<file path="config.mk">
export PLATFORM = sky130hd
export DESIGN_NAME = bus_cmd_bridge
export DESIGN_NICKNAME = d
export VERILOG_FILES = /design/src/logic/bridge_cmd_pkg.sv /design/src/logic/cmd_decode.sv /design/src/logic/bus_cmd_bridge.sv
export SDC_FILE = /design/constraint.sdc
export NUM_CORES = 1
export LEC_CHECK = 0
export ABC_AREA = 0
export BUFFER_PORTS_ARGS = -buffer_cell sky130_fd_sc_hd__clkbuf_2
export CORE_UTILIZATION = 31
export CTS_CLUSTER_SIZE = 12
export DETAILED_ROUTE_END_ITERATION = 16
export SLEW_MARGIN = 20
export SYNTH_ARGS = -nofsm -noshare
export SYNTH_HDL_FRONTEND = slang
export SYNTH_SLANG_ARGS = --single-unit
</file>
<file path="constraint.sdc">
create_clock -name MCLK -period 5.67 [get_ports MCLK]
set_input_delay 0.2835 -clock MCLK [delete_from_list [all_inputs] [get_ports MCLK]]
set_output_delay 0.2835 -clock MCLK [all_outputs]
set_load 0.005 [all_outputs]
</file>
<file path="src/logic/bridge_cmd_pkg.sv">
// Shared constants and types for the bus command decoder.
package bridge_cmd_pkg;

	// ==========================================================================
	// Clock and timing.
	// ==========================================================================
	localparam int CLK_HZ        = 25000000;
	localparam int CLR_TIME_US   = 100;
	// Least time in whole cycles, with the MHz factor rounded down.
	localparam int CLR_CYCLES    = (CLR_TIME_US * (CLK_HZ / 1000000));
	localparam int CNT_W         = 13;

	// ==========================================================================
	// Drive states of one output.
	// ==========================================================================
	typedef enum logic [2:0] {
		DRV_TRI,
		DRV_SRC,
		DRV_SNK,
		DRV_SRC_140MA,
		DRV_SNK_140MA,
		DRV_SRC_10MA,
		DRV_SNK_10MA
	} drive_e;

	// ==========================================================================
	// Command patterns on the data nibble (bit 3 down to bit 0).
	// ==========================================================================
	localparam logic [3:0] CMD_STANDBY  = 4'h0;
	localparam logic [3:0] CMD_M1_RIGHT = 4'h4;
	localparam logic [3:0] CMD_M1_LEFT  = 4'h3;
	localparam logic [3:0] CMD_M2_RIGHT = 4'h5;
	localparam logic [3:0] CMD_M2_LEFT  = 4'h2;
	localparam logic [3:0] CMD_M3_RIGHT = 4'h6;
	localparam logic [3:0] CMD_M3_LEFT  = 4'h1;
	localparam logic [3:0] CMD_BRAKE    = 4'h7;
	localparam logic [3:0] CMD_HIGHSIDE = 4'h8;
	localparam logic [3:0] CMD_CLEAR    = 4'hf;
	localparam logic [2:0] TST_SRC140   = 3'h2;
	localparam logic [2:0] TST_SNK140   = 3'h1;
	localparam logic [2:0] TST_ALL      = 3'h6;

	// ==========================================================================
	// Fault codes on read bits 1..0.
	// ==========================================================================
	localparam logic [1:0] FLT_NONE   = 2'h0;
	localparam logic [1:0] FLT_BRIDGE = 2'h1;
	localparam logic [1:0] FLT_HIGH   = 2'h2;
	localparam logic [1:0] FLT_OVV    = 2'h3;

	// Reset values.
	localparam logic [3:0] CMD_RESET  = 4'h0;
	localparam logic       MODE_RESET = 1'b0;

endpackage : bridge_cmd_pkg

</file>
<file path="src/logic/cmd_decode.sv">
// Combinational decoder from the live command to five output drive states.
`timescale 1ns/1ps

module cmd_decode (
	// Command.
	input  wire logic                  valid,
	input  wire logic                  mode,
	input  wire logic [3:0]            cmd,
	// Drive states.
	output bridge_cmd_pkg::drive_e     drv1,
	output bridge_cmd_pkg::drive_e     drv2,
	output bridge_cmd_pkg::drive_e     drv3,
	output bridge_cmd_pkg::drive_e     drv4,
	output bridge_cmd_pkg::drive_e     drv5
);

	// ==========================================================================
	// Decode.
	// ==========================================================================
	// Every output defaults to tristate so unlisted patterns are safe.
	always_comb begin
		drv1 = bridge_cmd_pkg::DRV_TRI;
		drv2 = bridge_cmd_pkg::DRV_TRI;
		drv3 = bridge_cmd_pkg::DRV_TRI;
		drv4 = bridge_cmd_pkg::DRV_TRI;
		drv5 = bridge_cmd_pkg::DRV_TRI;
		if (!valid) begin
			drv1 = bridge_cmd_pkg::DRV_TRI;
		end else if (mode) begin
			case (cmd[2:0])
				bridge_cmd_pkg::TST_SRC140: begin
					drv4 = bridge_cmd_pkg::DRV_SRC_140MA;
				end
				bridge_cmd_pkg::TST_SNK140: begin
					drv4 = bridge_cmd_pkg::DRV_SNK_140MA;
				end
				bridge_cmd_pkg::TST_ALL: begin
					drv1 = bridge_cmd_pkg::DRV_SNK_10MA;
					drv2 = bridge_cmd_pkg::DRV_SNK_10MA;
					drv3 = bridge_cmd_pkg::DRV_SNK_10MA;
					drv4 = bridge_cmd_pkg::DRV_SRC_140MA;
					drv5 = bridge_cmd_pkg::DRV_SRC_10MA;
				end
				default: begin
					drv4 = bridge_cmd_pkg::DRV_TRI;
				end
			endcase
		end else begin
			case (cmd)
				bridge_cmd_pkg::CMD_M1_RIGHT: begin
					drv1 = bridge_cmd_pkg::DRV_SRC;
					drv4 = bridge_cmd_pkg::DRV_SNK;
				end
				bridge_cmd_pkg::CMD_M1_LEFT: begin
					drv1 = bridge_cmd_pkg::DRV_SNK;
					drv4 = bridge_cmd_pkg::DRV_SRC;
				end
				bridge_cmd_pkg::CMD_M2_RIGHT: begin
					drv2 = bridge_cmd_pkg::DRV_SRC;
					drv4 = bridge_cmd_pkg::DRV_SNK;
				end
				bridge_cmd_pkg::CMD_M2_LEFT: begin
					drv2 = bridge_cmd_pkg::DRV_SNK;
					drv4 = bridge_cmd_pkg::DRV_SRC;
				end
				bridge_cmd_pkg::CMD_M3_RIGHT: begin
					drv3 = bridge_cmd_pkg::DRV_SRC;
					drv4 = bridge_cmd_pkg::DRV_SNK;
				end
				bridge_cmd_pkg::CMD_M3_LEFT: begin
					drv3 = bridge_cmd_pkg::DRV_SNK;
					drv4 = bridge_cmd_pkg::DRV_SRC;
				end
				bridge_cmd_pkg::CMD_BRAKE: begin
					drv1 = bridge_cmd_pkg::DRV_SNK;
					drv2 = bridge_cmd_pkg::DRV_SNK;
					drv3 = bridge_cmd_pkg::DRV_SNK;
					drv4 = bridge_cmd_pkg::DRV_SNK;
				end
				bridge_cmd_pkg::CMD_HIGHSIDE: begin
					drv5 = bridge_cmd_pkg::DRV_SRC;
				end
				default: begin
					drv5 = bridge_cmd_pkg::DRV_TRI;
				end
			endcase
		end
	end

endmodule // cmd_decode

</file>
<file path="src/logic/bus_cmd_bridge.sv">
// Parallel bus command interpreter for a quad half-bridge power interface.
// Function
// - Nibble bus with three control inputs.
// - Deselected: hold outputs, ignore inputs.
// - Mode-low all zeros: tristate, standby.
// - Mode-low motor patterns drive bridge pairs.
// - 0111 brakes all bridges; 1000 sources high side.
// - Mode-high load test current patterns.
// - Mode-low 1111 clears and tristates all.
// - Select low too long: clear, standby.
// - Write while selected acts immediately.
// - Deselect stores and keeps last command.
// - Read mode drives nibble; master releases.
// - Mode-low read returns bridge levels.
// - Level bit high above 0.6, low below 0.4.
// - Mode-high read returns fault code, flags.
// - Logic supply up resets internal logic.
// - Select low too long after power: standby.
// - Select rising with supply: standby.
// - Select low at power-up: ignore bus.
// - Deselected inputs disabled for bus sharing.
// - Overcurrent flags latch until next write.
// - Falling select wakes from standby.
`timescale 1ns/1ps

module bus_cmd_bridge #(
	parameter int CLR_CYCLES = bridge_cmd_pkg::CLR_CYCLES
) (
	// Clock and reset.
	input  wire logic                  MCLK,
	input  wire logic                  RESET_N,
	// Bus control.
	input  wire logic                  CHIP_SELECT_ACTIVE_LOW,
	input  wire logic                  READ_NOT_WRITE_SELECT,
	input  wire logic                  MODE_SELECT,
	// Bus data nibble, split into three signals.
	input  wire logic [3:0]            BUS_DATA_NIBBLE_IN,
	output logic      [3:0]            BUS_DATA_NIBBLE_OUT,
	output logic      [3:0]            BUS_DATA_NIBBLE_OE_N,
	// Analog sense inputs.
	input  wire logic [4:0]            OUT_LEVEL_HIGH,
	input  wire logic [4:0]            OUT_LEVEL_LOW,
	input  wire logic                  BRIDGE_OVERCURRENT_DET,
	input  wire logic                  HIGH_SIDE_OVERCURRENT_DET,
	input  wire logic                  OVERVOLTAGE_FLAG,
	input  wire logic                  OVERTEMPERATURE_FLAG,
	// Output drive states.
	output bridge_cmd_pkg::drive_e     BRIDGE1,
	output bridge_cmd_pkg::drive_e     BRIDGE2,
	output bridge_cmd_pkg::drive_e     BRIDGE3,
	output bridge_cmd_pkg::drive_e     BRIDGE4,
	output bridge_cmd_pkg::drive_e     HIGH_SIDE_OUTPUT,
	// Status.
	output logic                       STANDBY,
	output logic                       BRIDGE_OVERCURRENT_FLAG,
	output logic                       HIGH_SIDE_OVERCURRENT_FLAG
);

	// ==========================================================================
	// State.
	// ==========================================================================
	typedef struct packed {
		logic                                  cs_d;
		logic                                  armed;
		logic                                  standby;
		logic                                  valid;
		logic                                  mode;
		logic [3:0]                            cmd;
		logic [bridge_cmd_pkg::CNT_W-1:0]      cnt;
		logic                                  expired;
		logic [4:0]                            level;
		logic                                  ovc_bridge;
		logic                                  ovc_high;
		logic [3:0]                            dout;
		logic [3:0]                            oe_n;
	} state_s;

	state_s state_reg;
	state_s state_next;

	logic                                  cs_low;
	logic                                  fall;
	logic                                  writing;
	logic                                  reading;
	logic                                  live_valid;
	logic                                  live_mode;
	logic [3:0]                            live_cmd;
	logic [3:0]                            rd_word;
	logic [bridge_cmd_pkg::CNT_W-1:0]      cnt_limit;

	assign cnt_limit = bridge_cmd_pkg::CNT_W'(CLR_CYCLES);

	// ==========================================================================
	// Bus qualifiers.
	// ==========================================================================
	// Nothing on the bus is looked at unless select is low and either just fell or is armed.
	assign cs_low  = !CHIP_SELECT_ACTIVE_LOW;
	assign fall    = cs_low && state_reg.cs_d;
	// A falling edge wakes the bus even after a timeout, so it counts on
	// its own; otherwise select must be armed and not yet expired.
	assign writing = cs_low && !READ_NOT_WRITE_SELECT &&
		(fall || (state_reg.armed && !state_reg.expired));
	assign reading = cs_low && READ_NOT_WRITE_SELECT &&
		(fall || (state_reg.armed && !state_reg.expired));

	// ==========================================================================
	// Live command view.
	// ==========================================================================
	// Transparent writes show the nibble at once rather than a cycle later.
	always_comb begin
		live_valid = state_reg.valid;
		live_mode  = state_reg.mode;
		live_cmd   = state_reg.cmd;
		if (writing) begin
			live_mode = MODE_SELECT;
			live_cmd  = BUS_DATA_NIBBLE_IN;
			live_valid = MODE_SELECT ||
				((BUS_DATA_NIBBLE_IN != bridge_cmd_pkg::CMD_STANDBY) &&
				(BUS_DATA_NIBBLE_IN != bridge_cmd_pkg::CMD_CLEAR));
		end
	end

	// ==========================================================================
	// Read word.
	// ==========================================================================
	always_comb begin
		rd_word = 4'h0;
		if (MODE_SELECT) begin
			if (OVERVOLTAGE_FLAG) begin
				rd_word[1:0] = bridge_cmd_pkg::FLT_OVV;
			end else if (state_reg.ovc_bridge) begin
				rd_word[1:0] = bridge_cmd_pkg::FLT_BRIDGE;
			end else if (state_reg.ovc_high) begin
				rd_word[1:0] = bridge_cmd_pkg::FLT_HIGH;
			end else begin
				rd_word[1:0] = bridge_cmd_pkg::FLT_NONE;
			end
			rd_word[2] = OVERTEMPERATURE_FLAG;
			rd_word[3] = state_reg.level[4];
		end else begin
			rd_word = state_reg.level[3:0];
		end
	end

	// ==========================================================================
	// Next state.
	// ==========================================================================
	always_comb begin
		state_next      = state_reg;
		state_next.cs_d = CHIP_SELECT_ACTIVE_LOW;
		// Hysteresis: a level bit only moves on a clear threshold crossing.
		for (int i = 0; i < 5; i++) begin
			if (OUT_LEVEL_HIGH[i]) begin
				state_next.level[i] = 1'b1;
			end else if (OUT_LEVEL_LOW[i]) begin
				state_next.level[i] = 1'b0;
			end
		end
		// Timer restarts on each falling select edge.
		if (fall) begin
			state_next.cnt     = '0;
			state_next.expired = 1'b0;
			state_next.armed   = 1'b1;
		end else if (cs_low && !state_reg.expired) begin
			if (state_reg.cnt >= cnt_limit - 1'b1) begin
				state_next.expired = 1'b1;
			end else begin
				state_next.cnt = state_reg.cnt + 1'b1;
			end
		end
		if (writing) begin
			state_next.valid   = live_valid;
			state_next.mode    = live_mode;
			state_next.cmd     = live_cmd;
			state_next.standby = !live_valid;
			// New write clears old faults; a live fault still sets.
			state_next.ovc_bridge = 1'b0;
			state_next.ovc_high   = 1'b0;
		end else if (fall) begin
			state_next.standby = 1'b0;
		end
		if (BRIDGE_OVERCURRENT_DET) begin
			state_next.ovc_bridge = 1'b1;
		end
		if (HIGH_SIDE_OVERCURRENT_DET) begin
			state_next.ovc_high = 1'b1;
		end
		// Static select low beyond the limit forces clear and standby.
		// A fresh falling edge restarts the count, so it must not clear.
		if (cs_low && state_reg.expired && !fall) begin
			state_next.valid   = 1'b0;
			state_next.standby = 1'b1;
			state_next.cmd     = bridge_cmd_pkg::CMD_RESET;
			state_next.armed   = 1'b0;
		end
		// Rising select keeps the last command for execution.
		if (!cs_low) begin
			state_next.armed = state_reg.armed && !state_reg.expired;
		end
		if (reading) begin
			state_next.dout = rd_word;
			state_next.oe_n = 4'h0;
		end else begin
			state_next.dout = 4'h0;
			state_next.oe_n = 4'hf;
		end
	end

	// ==========================================================================
	// Registers.
	// ==========================================================================
	// Supply-up reset tristates everything and waits for a select edge.
	always_ff @(posedge MCLK or negedge RESET_N) begin
		if (!RESET_N) begin
			state_reg            <= '0;
			state_reg.cs_d       <= 1'b0;
			state_reg.standby    <= 1'b1;
			state_reg.mode       <= bridge_cmd_pkg::MODE_RESET;
			state_reg.cmd        <= bridge_cmd_pkg::CMD_RESET;
			state_reg.oe_n       <= 4'hf;
		end else begin
			state_reg <= state_next;
		end
	end

	// ==========================================================================
	// Drive decode.
	// ==========================================================================
	cmd_decode u_decode (
		.valid (live_valid),
		.mode  (live_mode),
		.cmd   (live_cmd),
		.drv1  (BRIDGE1),
		.drv2  (BRIDGE2),
		.drv3  (BRIDGE3),
		.drv4  (BRIDGE4),
		.drv5  (HIGH_SIDE_OUTPUT)
	);

	// ==========================================================================
	// Outputs.
	// ==========================================================================
	assign BUS_DATA_NIBBLE_OUT        = state_reg.dout;
	assign BUS_DATA_NIBBLE_OE_N       = state_reg.oe_n;
	assign STANDBY                    = state_reg.standby;
	assign BRIDGE_OVERCURRENT_FLAG    = state_reg.ovc_bridge;
	assign HIGH_SIDE_OVERCURRENT_FLAG = state_reg.ovc_high;

endmodule // bus_cmd_bridge

</file>
==> results of run 1 <==
-- cell type report --
| type | instances | area (um2) | share of cell area (%) |
|---|---|---|---|
| Clock buffer | 6 | 72.6 | 3.04 |
| Clock inverter | 2 | 12.5 | 0.524 |
| Inverter | 9 | 33.8 | 1.42 |
| Multi-Input combinational cell | 162 | 1060 | 44.3 |
| Sequential cell | 35 | 878 | 36.8 |
| Tap cell | 77 | 96.3 | 4.04 |
| Timing Repair Buffer | 47 | 235 | 9.85 |
-- per-stage QoR --
step	instance area (um2)	util [%]	hold slack, ns	setup WS (ns)	std cells
final	2390	37.2	0.0925	2.93	338
after global placement	2300	35.8	0.439	3.26	330
after detailed placement	2300	35.8	0.444	3.24	330
after floorplan	2080	-	-0.0121	3.48	223
after global routing	2390	37.2	0.156	2.68	338
after CTS	2390	37.2	0.129	2.92	338
-- worst max-delay path by stage --
stage,endpoint,cells after the start
floorplan,HIGH_SIDE_OUTPUT[0],5
global route,HIGH_SIDE_OUTPUT[0],6
detailed placement,BRIDGE2[0],7
finish,HIGH_SIDE_OUTPUT[0],6
CTS,HIGH_SIDE_OUTPUT[0],6
global placement,BRIDGE2[0],7
-- placed cells by master, fill, tap and decap left out, types with 4 or more instances in the layout --
cell / Yosys / layout
a21o_1: 8 / 8
a21oi_1: 9 / 9
a31oi_1: 5 / 5
and2_1: 5 / 5
clkbuf_2: 0 / 47
clkbuf_8: 0 / 5
dfrtp_1: 33 / 33
inv_1: 8 / 8
mux2i_1: 9 / 9
nand2_1: 16 / 16
nand2b_1: 4 / 4
nand3_1: 5 / 5
nand4_1: 5 / 5
nor2_1: 24 / 24
nor2b_1: 6 / 6
nor3b_1: 5 / 5
o21a_1: 4 / 4
o21ai_0: 5 / 5
o21ai_1: 7 / 7
or3_1: 5 / 5
xor2_1: 5 / 5
-- power by group --
part	internal, uW	switching, uW
Clock	85.7	87.5
Combinational	52.8	68.3
Sequential	268	18.0
-- worst max-delay path: stages (launching register included) --
cell and delay (ns):
dfrtp_1 0.41, nand2b_4 0.19, a2111oi_2 0.57, nor2_1 0.22, or3_1 0.40, a211oi_1 0.23
clkbuf_2 0.15
-- kinds of logic (layout without fill, tap and decap cells) --
kind of cell               after synthesis  count (layout)  synth area share, %
adders and majority gates                1               1                0.602
buffers and inverters                   26              64                 6.86
and+or+nand+nor                         93              93                 25.2
muxes                                    9               9                 4.33
xor gates and xnor gates                 5               5                 2.11
DFF                                     35              35                 42.2
other                                    1               1                0.180
AOI/OAI and AO/OA                       53              53                 18.5
-- routing by layer --
layer | vias up | share of wire [%] | global-route usage [%]
met5 | - | 0 | 0
met4 | 0 | 1.7 | 6.27
met3 | 7 | 5.8 | 3.86
met2 | 58 | 43 | 20.8
met1 | 807 | 49 | 18.4
li1 | 864 | - | -
==> flow_metrics.tcl, run 1 <==
set metrics [dict create \
    cp.required_ns 5.39 \
    gp_congestion 0.846 \
    synth_edf_count 0 \
    layout-drive-gt1-share_pct 25.3 \
    crit_fanout 7 \
    ir_drop_uv 124 \
    cts-resized-gates 0 \
    cts_setup_buffers 0 \
    n_fill_cell 653 \
    cts_buffers 5 \
    hp-class "primary input to asynchronous set/reset pin" \
    syn_nets 247 \
    fin_crit_sh_pct 48.3 \
    maxCapViolations 0 \
    io_pins 49 \
    synth.top_cell.area_share_pct 39.7 \
    postSynthAreaPerCell_um2 9.33 \
    die_x_um 83.9 \
    wire_per_inst_um 13.4 \
    drt_iter0_drc 87 \
    synth_most_common_cell "dfrtp_1" \
    synth-seq-cells 35 \
    synth_cell_types 46 \
    die_h_um 83.9 \
    reg2regPathDepth 6 \
    root_buffer "clkbuf_8" \
    overflow 0 \
    cp-end-kind "output pin" \
    ys_warn_count 0 \
    hpwl_um 3380 \
    die_area_um2 7040 \
    diodes 0 \
    cp_data_arrival_time_ns 2.46 \
    cts_num_sinks 35 \
    cts_max_path_buffers 2 \
    area_growth_pct 14.8 \
    r2r_start "state_reg[16]" \
    relSlewSlack_pct 43.0 \
    routed_wl_um 4530 \
    clkTransAtPathRegs_ns 0.07 \
    crit_type "flop to output pin" \
    route.vias.total 1736 \
    rows 29 \
    drv_slew 0 \
    rsz0062_at_grt "false" \
    p_total_uw 580 \
    grt_max_degree 36 \
    core_um2 6420 \
    clock.fmax_mhz 365 \
    portBuffers 47 \
    synth_area_um2 2080 \
    r2r-end "state_reg[24]" \
    worstSkewPairLatency_ns 0.29 \
    finalNetCount 284 \
    p_leak_uw 0.00111 \
    fin_tns_setup_ns 0 \
    hold_viol 0 \
    yosysTopAreaCell "dfrtp_1" \
    cts.htree.levels 2 \
    failed_checks "DRC" \
    period_needed_ns 2.74 \
    viasPerCell 5.14 \
    start_util_pct 32.4 \
    cts_tree "built" \
    grt_pass1_vias 1625 \
    ys_top_cells_by_count "dfrtp_1, nor2_1, nand2_1, buf_4" \
    tightest_slew_ns 0.855 \
    synth.area.top_cells "dfrtp_1, mux2i_1, buf_4" \
    drt-pass1-iter-count 10 \
    crit_path_start_kind "flop" \
    fin_worst_skew_ns 0.00991 \
    rrSetupSlack_ns 3.37 \
    ys_dominant_reg_cell "dfrtp_1" \
    hold_buffers 0 \
    setup_viol_count_final 0 \
    async_flop_share_pct 100 \
    largest_reg_flops 27 \
    synthCells 223 \
    p_per_area_nw_per_um2 243 \
    antenna_found_initial 0 \
    route.detailed.drc 8 \
    antenna_left 0 \
    grt.total_usage_pct 13.8 \
    grt_pass1_wl_um 7710 \
    ys_seq_area_share_pct 42.2 \
    cp-startpoint "state_reg[15]" \
    status "finished, violations left" \
]
Power figures use the tool's default switching activity.
==> run 2: changes to the inputs <==
Clock period 5.67 ns to 2.9 ns, I/O delays scaled along.
==> run 2 against run 1 <==
  * The run still ends with DRC left
  * Largest cell class unchanged
  * Routed wire length fell by 1.0%
  * Register-to-register slack got worse by 2.8 ns
  * Critical path depth did not move
  * Sequential power rose by 95%
  * Total power rose by 100%
  * Sequential share of layout area fell by 0.55 points
  * Cell count rose by 0.59%
  * Cell area rose by 1.5%
  * First-iteration DRC count rose by 23%
  * Die area did not move
  * Flip-flop and latch count did not move
  * Via count fell by 0.75%
==> flow_metrics.tcl, run 2 (synthesis results as in run 1) <==
set metrics [dict create \
    status "finished, violations left" \
    failed_checks "DRC" \
    cts_tree "built" \
    reg2regPathDepth 6 \
    hp-start "OUT_LEVEL_HIGH[0]" \
    root_buffer "clkbuf_8" \
    r2r_start "state_reg[16]" \
    fin_tns_setup_ns 0 \
    largest_reg_flops 27 \
    overflow 0 \
    antenna_found_initial 0 \
    cts-resized-gates 0 \
    cts_num_sinks 35 \
    cp-end-kind "output pin" \
    n_fill_cell 652 \
    maxCapViolations 0 \
    antenna_left 0 \
    worst-path-buf-inv 1 \
    crit_path_start_kind "flop" \
    hp-class "primary input to flop" \
    hpwl_um 3400 \
    route.vias.total 1723 \
    core_um2 6420 \
    path_cells "nand2b_4 -> a2111oi_2 -> nor2_1 -> or3_1 -> a211oi_1 -> clkbuf_2" \
    fin_worst_skew_ns 0.00465 \
    routed_wl_um 4490 \
    hold_viol 0 \
    die_x_um 83.9 \
    fin_crit_sh_pct 89.1 \
    grt.total_usage_pct 14.2 \
    die_area_um2 7040 \
    die_h_um 83.9 \
    fin_util_pct 37.7 \
    crit_fanout 7 \
    clkTransAtPathRegs_ns 0.07 \
    drv_slew 0 \
    gp_congestion 0.832 \
    critPathSlowestCell "a2111oi_2" \
    clock.fmax_mhz 387 \
    grt_pass1_vias 1711 \
    layout-drive-gt1-share_pct 25.9 \
    worstSkewPairLatency_ns 0.28 \
    viasPerCell 5.07 \
    final_common_cell "clkbuf_2" \
    cts_buffers 5 \
    io_pins 49 \
    drt_iter0_drc 107 \
    drt-pass1-iter-count 12 \
    area_growth_pct 16.5 \
    cts_setup_buffers 0 \
    cp.required_ns 2.76 \
    tightest_slew_ns 0.863 \
    cp_data_arrival_time_ns 2.44 \
    start_util_pct 32.4 \
    portBuffers 47 \
    cts.htree.levels 2 \
    wire_per_inst_um 13.2 \
    crit_type "flop to output pin" \
    period_needed_ns 2.58 \
    ir_drop_uv 245 \
    finalNetCount 286 \
    p_per_area_nw_per_um2 490 \
    diodes 0 \
    p_leak_uw 0.00112 \
    route.detailed.drc 8 \
    rsz0062_at_grt "false" \
    grt_max_degree 36 \
    worstHoldPathCells 2 \
    cp.depth 6 \
    relSlewSlack_pct 42.5 \
    cts_max_path_buffers 2 \
    cpPeakStageDelay_ns 0.57 \
    rows 29 \
    setup_viol_count_final 0 \
    cp-startpoint "state_reg[15]" \
    final_cell_mix "clkbuf_2, dfrtp_1, nor2_1, nand2_1" \
    grt_pass1_wl_um 8020 \
    cp_top_family "simple AND/OR/NAND/NOR gates" \
]
run 2: timing repair:
item                       in CTS  in global routing
setup endpoints to repair       0                  0
hold buffers                    1                  0
hold endpoints to repair       33                  0
run 2: layout make-up:
cell class / instances / area, um2 / area share, %
Sequential cell: 35 / 878 / 36.2
Clock buffer: 7 / 96.3 / 3.98
Inverter: 9 / 33.8 / 1.39
Timing Repair Buffer: 49 / 253 / 10.4
Multi-Input combinational cell: 162 / 1060 / 43.7
Clock inverter: 1 / 7.51 / 0.310
Tap cell: 77 / 96.3 / 3.98
run 2: layer usage:
metal	up-vias	routed length [um]	track usage [%]
li1	867	-	-
met1	794	2250	19.0
met2	56	1960	21.9
met3	6	204	3.26
met4	0	69	6.27
met5	-	0	0
run 2: worst paths after layout:
kind	to	slack [ns]
setup / recovery	HIGH_SIDE_OUTPUT[0]	0.32
hold / removal	state_reg[10]	0.03
setup reg to reg	state_reg[24]	0.62
hold reg to reg	state_reg[12]	0.48
max in group asynchronous	state_reg[21]	1.86
min in group asynchronous	state_reg[22]	0.50
run 2: through the flow:
stage          hold slack (ns)  setup slack, ns  total power, uW  instances  instance area [um2]
2_1_floorplan           -0.151            0.823              724        223                 2080
3_3_place_gp             0.306            0.642              803        331                 2310
3_5_place_dp             0.308            0.608              807        331                 2310
4_1_cts                 0.0259            0.293             1200        340                 2420
5_1_grt                 0.0204           0.0354             1260        340                 2420
6_report                0.0314            0.316             1190        340                 2420
run 2: report_power, final:
part	internal, uW	switching, uW	total, uW
combinational	106	135	241
sequential	524	33.0	557
clock	216	174	390
==> run 3: changes to the inputs <==
==> constraint.sdc (replaced) <==
create_clock -name MCLK -period 2.9 [get_ports MCLK]
set_input_delay 0.435 -clock MCLK [delete_from_list [all_inputs] [get_ports MCLK]]
set_output_delay 0.435 -clock MCLK [all_outputs]
set_load 0.005 [all_outputs]
==> run 3 against run 2 <==
  * The run still ends with DRC left
  * Critical path depth is the same
  * Clock power is 9.7% lower
  * First-iteration DRC count decreased by 34%
  * Clock skew about the same
  * Global-route usage down 0.33 points
  * Cell area is 0.72% lower
  * Largest cell class unchanged
  * Largest power group unchanged
  * Highest routed layer unchanged
==> flow_metrics.tcl, run 3 (synthesis results as in run 1) <==
set metrics [dict create \
    setup_viol_count_final 0 \
    drt_iter0_drc 71 \
    layout-drive-gt1-share_pct 26.2 \
    largest_reg_flops 27 \
    hpwl_um 3370 \
    clkTransAtPathRegs_ns 0.07 \
    gp_congestion 0.806 \
    hp-class "primary input to asynchronous set/reset pin" \
    routed_wl_um 4530 \
    fin_worst_skew_ns 0.00491 \
    period_needed_ns 2.72 \
    io_pins 49 \
    fin_tns_setup_ns 0 \
    hold_viol 0 \
    status "finished, violations left" \
    crit_path_start_kind "flop" \
    cts_buffers 5 \
    critPathSlowestCell "dfrtp_1" \
    drv_slew 0 \
    maxCapViolations 0 \
    core_um2 6420 \
    crit_fanout 7 \
    cp_data_arrival_time_ns 2.28 \
    route.vias.total 1718 \
    final_cell_mix "clkbuf_2, dfrtp_1, nor2_1, nand2_1" \
    cts_max_path_buffers 2 \
    area_growth_pct 15.7 \
    root_buffer "clkbuf_8" \
    relSlewSlack_pct 42.1 \
    start_util_pct 32.4 \
    cpPeakStageDelay_ns 0.42 \
    finalNetCount 286 \
    fin_crit_sh_pct 93.7 \
    drt-pass1-iter-count 12 \
    tightest_slew_ns 0.868 \
    antenna_found_initial 0 \
    antenna_left 0 \
    cts-resized-gates 0 \
    worstSkewPairLatency_ns 0.29 \
    portBuffers 47 \
    setup_ws_ns 0.182 \
    worst-path-buf-inv 1 \
    cts.htree.levels 2 \
    path_cells "nand2b_4 -> a2111oi_2 -> nor2_1 -> or3_1 -> a211oi_1 -> clkbuf_2" \
    cp.required_ns 2.47 \
    die_x_um 83.9 \
    grt_pass1_vias 1663 \
    die_area_um2 7040 \
    grt.total_usage_pct 13.9 \
    die_h_um 83.9 \
    overflow 0 \
    hold_buffers 0 \
    dp_worst_setup_slack_ns 0.461 \
    p_total_uw 1150 \
    final_common_cell "clkbuf_2" \
    rows 29 \
    cts_tree "built" \
    ir_drop_uv 309 \
    cp-end-kind "output pin" \
    route.detailed.drc 8 \
    cts_num_sinks 35 \
    grt_pass1_wl_um 7800 \
    cts_setup_buffers 0 \
    rsz0062_at_grt "false" \
    grt_max_degree 36 \
    crit_type "flop to output pin" \
    p_leak_uw 0.00111 \
    wire_per_inst_um 13.3 \
    clock.fmax_mhz 368 \
    viasPerCell 5.05 \
    failed_checks "DRC" \
    p_per_area_nw_per_um2 478 \
    diodes 0 \
    cp_top_family "simple AND/OR/NAND/NOR gates" \
]
-- run 3: changes by cell type in the layout (fill, tap and decap cells not counted), sizes merged --
cell,before,now
clkinv,0,1
buf,1,2
clkinvlp,1,2
dlygate4sd3,1,0
clkbuf,54,52
-- run 3: path summary, 6_finish.rpt --
| check | start | slack [ns] | cells after the start | end |
|---|---|---|---|---|
| worst max-delay path | state_reg[15] | 0.18 | 6 | HIGH_SIDE_OUTPUT[0] |
| worst min-delay path | RESET_N | 0.25 | 1 | state_reg[22] |
| max in group asynchronous | RESET_N | 2.11 | 1 | state_reg[20] |
| worst max register to register | state_reg[16] | 0.58 | 6 | state_reg[24] |
| worst min register to register | state_reg[10] | 0.48 | 1 | state_reg[10] |
| min in group MCLK | OUT_LEVEL_HIGH[3] | 0.31 | 2 | state_reg[13] |
-- run 3: report_power, final --
part	internal (uW)	total, uW	switching [uW]	leakage, uW
clock network	167	352	185	0.0000402
registers	524	558	34.1	0.000431
logic	105	239	134	0.000643
total	796	1150	353	0.00111
-- run 3: layout make-up --
cell class / instances / area [um2]
Fill cell: 665 / 4020
Multi-Input combinational cell: 162 / 1060
Sequential cell: 35 / 878
Timing Repair Buffer: 49 / 250
Tap cell: 77 / 96.3
Clock buffer: 5 / 68.8
Inverter: 9 / 33.8
Clock inverter: 3 / 20.0
-- run 3: metal layers --
metal | wire length [um] | vias up | GRT usage, %
li1 | - | 867 | -
met2 | 1920 | 50 | 20.4
met3 | 232 | 9 | 3.66
met1 | 2260 | 792 | 18.7
met4 | 116 | 0 | 7.05
met5 | 0 | - | 0
-- run 3: per-stage QoR --
stage | cells | util, % | hold slack, ns | area, um2
3_3_place_gp | 332 | 36.1 | 0.463 | 2320
2_1_floorplan | 223 | - | 0.139 | 2080
5_1_grt | 340 | 37.5 | 0.305 | 2410
6_report | 340 | 37.5 | 0.250 | 2410
3_5_place_dp | 332 | 36.1 | 0.468 | 2320
4_1_cts | 340 | 37.5 | 0.277 | 2410
-- run 3: worst register-to-register path, cell delays in order, from the launching register on --
cell	delay [ns]
dfrtp_1	0.42
ha_1	0.26
nor3b_1	0.17
a311oi_2	0.62
nand4_4	0.26
or3_1	0.40
a21oi_1	0.13
